==> config.mk <==
export PLATFORM = sky130hd
export DESIGN_NAME = adc_channel_sequencer
export DESIGN_NICKNAME = d
export VERILOG_FILES = /design/src/rtl/conv_clock_divider.v /design/src/rtl/adc_channel_sequencer.v
export VERILOG_INCLUDE_DIRS = /design/src /design/src/include
export SDC_FILE = /design/constraint.sdc
export NUM_CORES = 1
export LEC_CHECK = 0
export ABC_AREA = 1
export BUFFER_PORTS_ARGS = -buffer_cell sky130_fd_sc_hd__buf_4
export CORE_AREA = 2 2 173 175
export DETAILED_ROUTE_END_ITERATION = 8
export DIE_AREA = 0 0 175 177
export GPL_TIMING_DRIVEN = 0
export REMOVE_ABC_BUFFERS = 1
export SLEW_MARGIN = 30
export SYNTH_ARGS = -nofsm -noshare
export SYNTH_HDL_FRONTEND = slang
export SYNTH_SLANG_ARGS = --single-unit
==> constraint.sdc <==
create_clock -name clk_sys -period 5.1 [get_ports clk_sys]
set_input_delay 0.255 -clock clk_sys [delete_from_list [all_inputs] [get_ports clk_sys]]
set_output_delay 0.255 -clock clk_sys [all_outputs]
set_load 0.01 [all_outputs]
==> src/include/adc_seq_consts.vh <==
// Constants for the converter channel sequencer: map, fields, resets, timing
// Overview of operation
// RL1 - Each measurement routes one of fourteen analog inputs through a sixteen-way selector.
// RL2 - Each result is a 14-bit two's-complement value; software scales it to 10 bits.
// RL3 - Three result buffers, one per channel, each hold until that channel's next result.
// RL4 - A measurement cycle converts channel 1, then channel 2, then channel 3.
// RL5 - When a channel's conversion finishes, its sample-valid flag is set.
// RL6 - The interrupt line is high when any enabled event among end-of-cycle and valids is set.
// RL7 - After selecting an input the block waits a programmable number of delay units.
// RL8 - The delay setting resets to a value meaning 256 delay units.
// RL9 - Conversion lasts about 3.6 ms with the low-pass filter on and 780 us with it off.
// RL10 - Firmware must program a suitable settling delay when changing a channel's input.
// RL11 - Reset leaves the converter off, interrupts masked, events clear, inputs disabled.
// RL12 - The converter clock is the system clock divided by the programmed divisor.
// RL13 - While the converter is enabled, the selected channels are measured continuously.
// RL14 - After channel 3 the cycle end is signalled and channel 1 follows; disabled ones skip. Code signals it only after a round that measured a channel.
`ifndef ADC_SEQ_CONSTS_VH
`define ADC_SEQ_CONSTS_VH

// Register indices; byte address is four times the index
`define REG_STATUS      6'h00
`define REG_CONFIG      6'h01
`define REG_CLKDIV      6'h02
`define REG_DELAY       6'h03
`define REG_CH1_CTL     6'h06
`define REG_CH1_LSB     6'h07
`define REG_CH1_MSB     6'h08
`define CH_STRIDE       6'h03

// Field positions
`define ST_CYCLE_END    0
`define CF_ENABLE       0
`define CF_LOWPASS      1
`define CF_END_IRQ_EN   2
`define CF_CH1_IRQ_EN   3
`define CC_VALID        7

// Reset values
`define SEL_DISABLED    4'hF
`define DELAY_RESET     8'hFF
`define DELAY_UNITS_DEF 256
`define SYS_CLK_HZ      200000000
`define CONV_CLK_HZ     500000
`define DIVISOR_RESET   (`SYS_CLK_HZ / `CONV_CLK_HZ)

`endif

==> src/rtl/conv_clock_divider.v <==
// Divider producing the converter clock enable pulse
`timescale 1ns/100ps
module conv_clock_divider #(
    parameter WIDTH = 16
) (
    input  wire             clk_sys,
    input  wire             rst_n,
    input  wire             run,
    input  wire [WIDTH-1:0] divisor,
    output reg              tick
);
    reg [WIDTH-1:0] count_r;

    // Divisor of zero or one gives a tick every cycle
    always @(posedge clk_sys or negedge rst_n) begin
        if (!rst_n) begin
            count_r <= {WIDTH{1'b0}};
            tick    <= 1'b0;
        end else if (!run) begin
            count_r <= {WIDTH{1'b0}};
            tick    <= 1'b0;
        end else if (count_r + {{(WIDTH-1){1'b0}}, 1'b1} >= divisor) begin
            count_r <= {WIDTH{1'b0}};
            tick    <= 1'b1; // see RL12
        end else begin
            count_r <= count_r + {{(WIDTH-1){1'b0}}, 1'b1};
            tick    <= 1'b0;
        end
    end
endmodule // conv_clock_divider

==> src/rtl/adc_channel_sequencer.v <==
// Three-channel converter sequencer with an Avalon-MM register slave
`timescale 1ns/100ps
`include "adc_seq_consts.vh"
module adc_channel_sequencer #(
    parameter DIV_WIDTH = 16,
    parameter RES_WIDTH = 14
) (
    input  wire                 clk_sys,
    input  wire                 rst_n,
    input  wire [7:0]           address,
    input  wire                 read,
    input  wire                 write,
    input  wire [31:0]          writedata,
    input  wire [3:0]           byteenable,
    output reg  [31:0]          readdata,
    output reg                  waitrequest,
    output reg  [3:0]           input_select,
    output reg                  converter_on,
    output reg                  lowpass_filter_enable,
    output reg                  converter_clk_tick,
    output reg                  conv_start,
    input  wire                 conv_done,
    input  wire [RES_WIDTH-1:0] conv_result,
    output reg                  converter_irq_line
);
    localparam ST_IDLE    = 3'd0;
    localparam ST_SELECT  = 3'd1;
    localparam ST_SETTLE  = 3'd2;
    localparam ST_CONVERT = 3'd3;
    localparam ST_NEXT    = 3'd4;
    // Reset divisor is reckoned wide, then cut to the register width on purpose
    localparam [31:0] DIV_RESET_FULL = `DIVISOR_RESET;

    reg  [2:0]           state_r;
    reg  [1:0]           chan_r;
    reg  [8:0]           delay_left_r;
    reg                  measured_r;
    reg                  converter_enable_r;
    reg                  cycle_end_irq_enable_r;
    reg  [2:0]           valid_irq_enable_r;
    reg  [DIV_WIDTH-1:0] converter_clock_divisor_r;
    reg  [7:0]           select_delay_count_r;
    reg                  cycle_end_r;
    reg  [2:0]           sample_valid_flag_r;
    reg  [3:0]           chan_sel_r [0:2];
    reg  [RES_WIDTH-1:0] result_r [0:2];
    reg                  cycle_end_set;
    reg  [2:0]           valid_set;
    reg  [31:0]          rd_mux;
    wire                 div_tick;
    wire [5:0]           index = address[7:2];
    wire                 wr_take = write && !waitrequest;
    wire                 lane0 = wr_take && byteenable[0];
    genvar               g;

    conv_clock_divider #(
        .WIDTH   (DIV_WIDTH)
    ) u_div (
        .clk_sys (clk_sys),
        .rst_n   (rst_n),
        .run     (converter_enable_r),
        .divisor (converter_clock_divisor_r),
        .tick    (div_tick)
    );

    // Bus handshake: one wait cycle, then the answer for one cycle
    always @(posedge clk_sys or negedge rst_n) begin
        if (!rst_n) begin
            waitrequest <= 1'b1;
            readdata    <= 32'h0000_0000;
        end else if ((read || write) && waitrequest) begin
            waitrequest <= 1'b0;
            readdata    <= read ? rd_mux : 32'h0000_0000;
        end else begin
            waitrequest <= 1'b1;
        end
    end

    // Read decode; unmapped words read as zero
    always @* begin
        rd_mux = 32'h0000_0000;
        case (index)
            `REG_STATUS: rd_mux[`ST_CYCLE_END] = cycle_end_r;
            `REG_CONFIG: rd_mux[5:0] = {valid_irq_enable_r, cycle_end_irq_enable_r,
                                        lowpass_filter_enable, converter_enable_r};
            `REG_CLKDIV: rd_mux[DIV_WIDTH-1:0] = converter_clock_divisor_r;
            `REG_DELAY:  rd_mux[7:0] = select_delay_count_r;
            `REG_CH1_CTL: rd_mux[7:0] = {sample_valid_flag_r[0], 3'b000, chan_sel_r[0]};
            `REG_CH1_LSB: rd_mux[7:0] = result_r[0][7:0];
            `REG_CH1_MSB: rd_mux[RES_WIDTH-9:0] = result_r[0][RES_WIDTH-1:8];
            `REG_CH1_CTL + `CH_STRIDE: rd_mux[7:0] = {sample_valid_flag_r[1], 3'b000,
                                                      chan_sel_r[1]};
            `REG_CH1_LSB + `CH_STRIDE: rd_mux[7:0] = result_r[1][7:0];
            `REG_CH1_MSB + `CH_STRIDE: rd_mux[RES_WIDTH-9:0] = result_r[1][RES_WIDTH-1:8];
            `REG_CH1_CTL + 2 * `CH_STRIDE: rd_mux[7:0] = {sample_valid_flag_r[2], 3'b000,
                                                          chan_sel_r[2]};
            `REG_CH1_LSB + 2 * `CH_STRIDE: rd_mux[7:0] = result_r[2][7:0];
            `REG_CH1_MSB + 2 * `CH_STRIDE: rd_mux[RES_WIDTH-9:0] =
                result_r[2][RES_WIDTH-1:8];
            default: rd_mux = 32'h0000_0000;
        endcase
    end

    // Configuration registers
    always @(posedge clk_sys or negedge rst_n) begin
        if (!rst_n) begin
            converter_enable_r        <= 1'b0; // see RL11
            lowpass_filter_enable     <= 1'b0;
            cycle_end_irq_enable_r    <= 1'b0; // see RL11
            valid_irq_enable_r        <= 3'b000;
            converter_clock_divisor_r <= DIV_RESET_FULL[DIV_WIDTH-1:0];
            select_delay_count_r      <= `DELAY_RESET; // see RL8
        end else begin
            if (lane0 && index == `REG_CONFIG) begin
                converter_enable_r     <= writedata[`CF_ENABLE];
                lowpass_filter_enable  <= writedata[`CF_LOWPASS]; // see RL9
                cycle_end_irq_enable_r <= writedata[`CF_END_IRQ_EN];
                valid_irq_enable_r     <= writedata[`CF_CH1_IRQ_EN+2:`CF_CH1_IRQ_EN];
            end
            if (lane0 && index == `REG_CLKDIV)
                converter_clock_divisor_r[7:0] <= writedata[7:0];
            if (wr_take && byteenable[1] && index == `REG_CLKDIV)
                converter_clock_divisor_r[DIV_WIDTH-1:8] <= writedata[DIV_WIDTH-1:8];
            if (lane0 && index == `REG_DELAY)
                select_delay_count_r <= writedata[7:0];
        end
    end

    // Cycle-end flag: hardware set wins over a write-one clear
    always @(posedge clk_sys or negedge rst_n) begin
        if (!rst_n)
            cycle_end_r <= 1'b0;
        else if (cycle_end_set)
            cycle_end_r <= 1'b1; // see RL14
        else if (lane0 && index == `REG_STATUS && writedata[`ST_CYCLE_END])
            cycle_end_r <= 1'b0;
    end

    // Per-channel control, valid flag and result buffer
    generate
        for (g = 0; g < 3; g = g + 1) begin : g_chan
            always @(posedge clk_sys or negedge rst_n) begin
                if (!rst_n) begin
                    chan_sel_r[g]          <= `SEL_DISABLED; // see RL11
                    sample_valid_flag_r[g] <= 1'b0;
                    result_r[g]            <= {RES_WIDTH{1'b0}};
                end else begin
                    if (lane0 && index == `REG_CH1_CTL + g * `CH_STRIDE)
                        chan_sel_r[g] <= writedata[3:0];
                    if (valid_set[g])
                        sample_valid_flag_r[g] <= 1'b1; // see RL5
                    else if (lane0 && index == `REG_CH1_CTL + g * `CH_STRIDE &&
                             writedata[`CC_VALID])
                        sample_valid_flag_r[g] <= 1'b0;
                    // Buffer holds until this same channel converts again
                    if (valid_set[g])
                        result_r[g] <= conv_result; // see RL2, RL3
                end
            end
        end
    endgenerate

    // Event strobes from the sequencer
    always @* begin
        valid_set     = 3'b000;
        cycle_end_set = 1'b0;
        if (state_r == ST_CONVERT && conv_done && converter_enable_r)
            valid_set[chan_r] = 1'b1;
        if (state_r == ST_NEXT && chan_r == 2'd2 && measured_r)
            cycle_end_set = 1'b1;
    end

    // Sequencer: select, settle, convert, advance
    always @(posedge clk_sys or negedge rst_n) begin
        if (!rst_n) begin
            state_r      <= ST_IDLE;
            chan_r       <= 2'd0;
            delay_left_r <= 9'd0;
            measured_r   <= 1'b0;
            input_select <= `SEL_DISABLED;
            conv_start   <= 1'b0;
        end else begin
            conv_start <= 1'b0;
            if (!converter_enable_r) begin
                // Disabling aborts any conversion in flight
                state_r      <= ST_IDLE;
                chan_r       <= 2'd0;
                measured_r   <= 1'b0;
                input_select <= `SEL_DISABLED;
            end else begin
                case (state_r)
                    ST_IDLE: begin
                        chan_r  <= 2'd0; // see RL4
                        state_r <= ST_SELECT;
                    end
                    ST_SELECT: begin
                        if (chan_sel_r[chan_r] == `SEL_DISABLED) begin
                            state_r <= ST_NEXT; // see RL14
                        end else begin
                            input_select <= chan_sel_r[chan_r]; // see RL1
                            delay_left_r <= {1'b0, select_delay_count_r} + 9'd1;
                            state_r      <= ST_SETTLE;
                        end
                    end
                    ST_SETTLE: begin
                        if (div_tick) begin
                            if (delay_left_r == 9'd1) begin
                                conv_start <= 1'b1; // see RL7
                                state_r    <= ST_CONVERT;
                            end
                            delay_left_r <= delay_left_r - 9'd1;
                        end
                    end
                    ST_CONVERT: begin
                        if (conv_done) begin
                            measured_r <= 1'b1;
                            state_r    <= ST_NEXT;
                        end
                    end
                    ST_NEXT: begin
                        state_r <= ST_SELECT;
                        if (chan_r == 2'd2) begin
                            chan_r     <= 2'd0; // see RL13, RL14
                            measured_r <= 1'b0;
                        end else begin
                            chan_r <= chan_r + 2'd1; // see RL4
                        end
                    end
                    default: state_r <= ST_IDLE;
                endcase
            end
        end
    end

    // Registered outputs toward the converter and interrupt controller
    always @(posedge clk_sys or negedge rst_n) begin
        if (!rst_n) begin
            converter_on       <= 1'b0;
            converter_clk_tick <= 1'b0;
            converter_irq_line <= 1'b0;
        end else begin
            converter_on       <= converter_enable_r;
            converter_clk_tick <= div_tick; // see RL12
            converter_irq_line <= (cycle_end_r && cycle_end_irq_enable_r) ||
                                  |(sample_valid_flag_r & valid_irq_enable_r); // see RL6
        end
    end
endmodule // adc_channel_sequencer

==> results by group <==
Final layout
  – Antenna diode count: 0
  – Syn-to-layout area delta: 19.37%
  – Layout cells sized above 1: 15.89%
  – Nets: 1171
  – Post-layout util: 31.75%

Timing
  – RSZ-0062 raised after global routing: false
  – Skew final: 0.01005 ns
  – Least-Margin Pin Slew: 0.8677 ns
  – Min Clock Period, post-route: 3.134 ns
  – Final Hold Viols: 0
  – Setup-failing EPs final: 0
  – Final setup TNS: 0 ns
  – Worst slew margin: 41.94%
  – Slew Viols, Final: 0
  – Final period utilization: 61.45%
  – F_max: 319.1 MHz

Yosys
  – Number of synthesized flops with an enable pin: 0
  – Synthesized instance count: 1023
  – Syn_area_per_cell: 7.603 um2
  – Top cell type's share of synthesized area: 37.64%
  – Yosys cell types: 42
  – Synth cell count leaders: nand2_1 (345), dfrtp_1 (117), inv_1 (99), nand3_1 (79), nor2_1 (75)
  – Syn. warnings: 0
  – Post-synthesis sequential area ratio: 47.10%
  – Mapped cell area: 7777 um2
  – Async S/R FF share, synth: 100.0%
  – Count leader, synth: nand2_1
  – Seq cells post-synth: 145
  – Synth top area cells: dfrtp_1 (38%), nand2_1 (17%), dfstp_2 (9.5%), nand3_1 (5.1%), inv_1 (4.8%)
  – Top FF cell, synth: dfrtp_1
  – Post-synth top area cell: dfrtp_1

Pwr
  – Maximum VDD drop: 0.2204 mV
  – Leakage: 0.004544 uW
  – Power Dens Cells: 288.6 nW/um2

Routing
  – Initial DRT Pass Iterations: 5
  – DRC: 0
  – DRT antenna net count: 0
  – Via density per instance: 4.439
  – Drt total wl: 19920 um
  – Initial DRC count: 427
  – Routed vias: 6618
  – Wire per inst: 13.36 um

Global route
  – Tot GR Track Use: 13.50%
  – Initial antenna violation count: 0
  – Largest net degree at the start of global routing: 53
  – First-pass GRT wire length: 33330 um
  – Number of global-route vias before repair: 6516
  – Total grt overflow: 0

Clock network
  – Clk slew on worst S/H paths: 0.06 ns
  – CTS tree: done
  – Root buffer cell: clkbuf_16
  – Clock sinks: 145
  – Num CTS Buffers: 17
  – Worst-Skew Late Latency: 0.43 ns
  – Bufs on Longest Clock Path: 2
  – Post-CTS Setup Bufs: 0
  – H-tree depth: 4

Critical path
  – CP Buf/Inv Count: 1
  – WS Path Type: reg -> reg
  – Arr. time, crit path: 3.44 ns
  – Reg2reg start: u_div.count_r[0]
  – R2R depth: 14
  – CP dominant cell by count: nand2_1
  – Critical path peak fanout: 17
  – CP top delay family: simple AND/OR/NAND/NOR gates
  – Reg2Reg Setup Slack: 1.97 ns
  – Worst setup SP type: flop
  – Crit path cell chain: ha_1, nand2_1, nor2_2, nand4_1, nor2_1, nand2_1, and2_1, ha_1, nand2_1, o21ai_0, a21oi_1, nand3_1, nand2_1, inv_1
  – Crit end category: flop
  – Worst path required time: 5.41 ns
  – Worst stage delay on the critical path: 0.54 ns
  – Slowest stage cell, crit path: nand3_1
  – Reg-to-reg endpoint: u_div.tick

Floorplan
  – FP Rows: 63
  – Initial Util: 26.59%
  – Die height: 177 um
  – Core area: 29240 um2
  – Die width: 175 um
  – Ports: 105
  – Die area: 30980 um2

Placed design
  – Final RePlAce weighted congestion: 0.8520
  – Port Buffers: 68
  – Hpwl dp: 14930 um

Flow run
  – Max-cap violation count: 0

Hold path
  – Hold Path Sink: converter_clock_divisor_r[8]
  – Hold path start: writedata[8]
  – Worst hold stages: 3
  – Min-delay worst type: in -> reg

Status
  – Status: complete, no violations
-- layout by cell type (no fill, tap or decap), types with 11 or more instances in the layout --
| master | instances |
|---|---|
| nand2_1 | 345 |
| nand3_1 | 76 |
| clkbuf_16 | 17 |
| inv_2 | 11 |
| conb_1 | 16 |
| buf_4 | 67 |
| nand4_1 | 17 |
| o21ai_0 | 59 |
| inv_1 | 99 |
| dfstp_2 | 28 |
| dfrtp_1 | 116 |
| ha_1 | 20 |
| nor2_1 | 75 |
| o21ai_1 | 56 |
-- cell type report --
type	count	area (um2)
Clock buffer	19	432.9
Clock inverter	13	162.7
Fill cell	3081	19960
Inverter	110	412.9
Multi-Input combinational cell	743	3540
Sequential cell	145	3665
Tap cell	390	488.0
Timing Repair Buffer	71	583.1
-- through the flow --
| stage | instance area [um2] | hold WS [ns] | std cells | power, uW | setup slack, ns |
|---|---|---|---|---|---|
| after global routing | 9284 | 0.04832 | 1491 | 2785 | 1.639 |
| after floorplan | 7597 | -0.04059 | 998 | 1320 | 2.620 |
| after detailed placement | 8678 | 0.1780 | 1458 | 1432 | 1.981 |
| after CTS | 9284 | 0.03953 | 1491 | 2705 | 1.969 |
| final | 9284 | 0.05195 | 1491 | 2680 | 1.966 |
| after global placement | 8596 | 0.4613 | 1456 | 1421 | 2.005 |
-- per-layer routing --
layer | GRT usage [%] | wire (um) | vias up
li1 | - | - | 3370
met4 | 3.681 | 232 | 0
met1 | 17.68 | 9218 | 3109
met5 | 0 | 0 | -
met3 | 2.556 | 633 | 24
met2 | 22.81 | 9835 | 115
-- worst min-delay path, cell delays in order --
cell and delay [ns]:
buf_4 0.11, inv_1 0.05, o21ai_1 0.06
-- sequential cells by signal, indices dropped and copies added, names as in the netlist, 2 cells and up --
| signal | flops |
|---|---|
| converter_clock_divisor_r | 16 |
| valid_irq_enable_r | 3 |
| delay_left_r | 9 |
| input_select | 4 |
| readdata | 16 |
| u_div.count_r | 16 |
| chan_r | 2 |
| sample_valid_flag_r | 3 |
| chan_sel_r | 12 |
| state_r | 3 |
| result_r | 42 |
| select_delay_count_r | 8 |
-- power breakdown --
group / total [uW] / leakage, uW / internal, uW / switching, uW
sequential: 1210 / 0.00192 / 1180 / 23.8
clock: 1270 / 0.000272 / 769 / 502
combinational: 204 / 0.00235 / 66.3 / 137
-- kinds of logic (layout without fill, tap and decap cells) --
group / count (synthesis) / count (layout) / share of synthesized area [%]
other: 1 / 16 / 0.04822
AO/OA/AOI/OAI: 142 / 142 / 9.717
adder cells (fa/ha/maj): 20 / 20 / 3.218
AND/OR/NAND/NOR: 554 / 554 / 30.32
XOR/XNOR: 11 / 11 / 1.239
buffers and inverters: 150 / 213 / 8.350
flip-flops: 145 / 145 / 47.10
-- timing repair --
| action | 4_1_cts | 5_1_grt |
|---|---|---|
| hold endpoints to repair | 38 | 0 |
| hold buffers | 1 | 0 |
| endpoints found under the setup margin | 0 | 0 |
| gates resized for setup | 0 | 0 |
-- worst max path at each step --
| stage | from | endpoint | slack, ns | cells past startpoint |
|---|---|---|---|---|
| final | u_div.count_r[0] | u_div.tick | 1.97 | 14 |
| after global routing | u_div.count_r[0] | u_div.tick | 1.64 | 14 |
| after CTS | u_div.count_r[0] | u_div.count_r[14] | 1.97 | 13 |
| after detailed placement | u_div.count_r[0] | u_div.count_r[14] | 1.98 | 13 |
| after global placement | converter_enable_r | result_r[36] | 2.00 | 4 |
| after floorplan | u_div.count_r[0] | u_div.tick | 2.62 | 14 |
(Power assumes the default switching activity.)
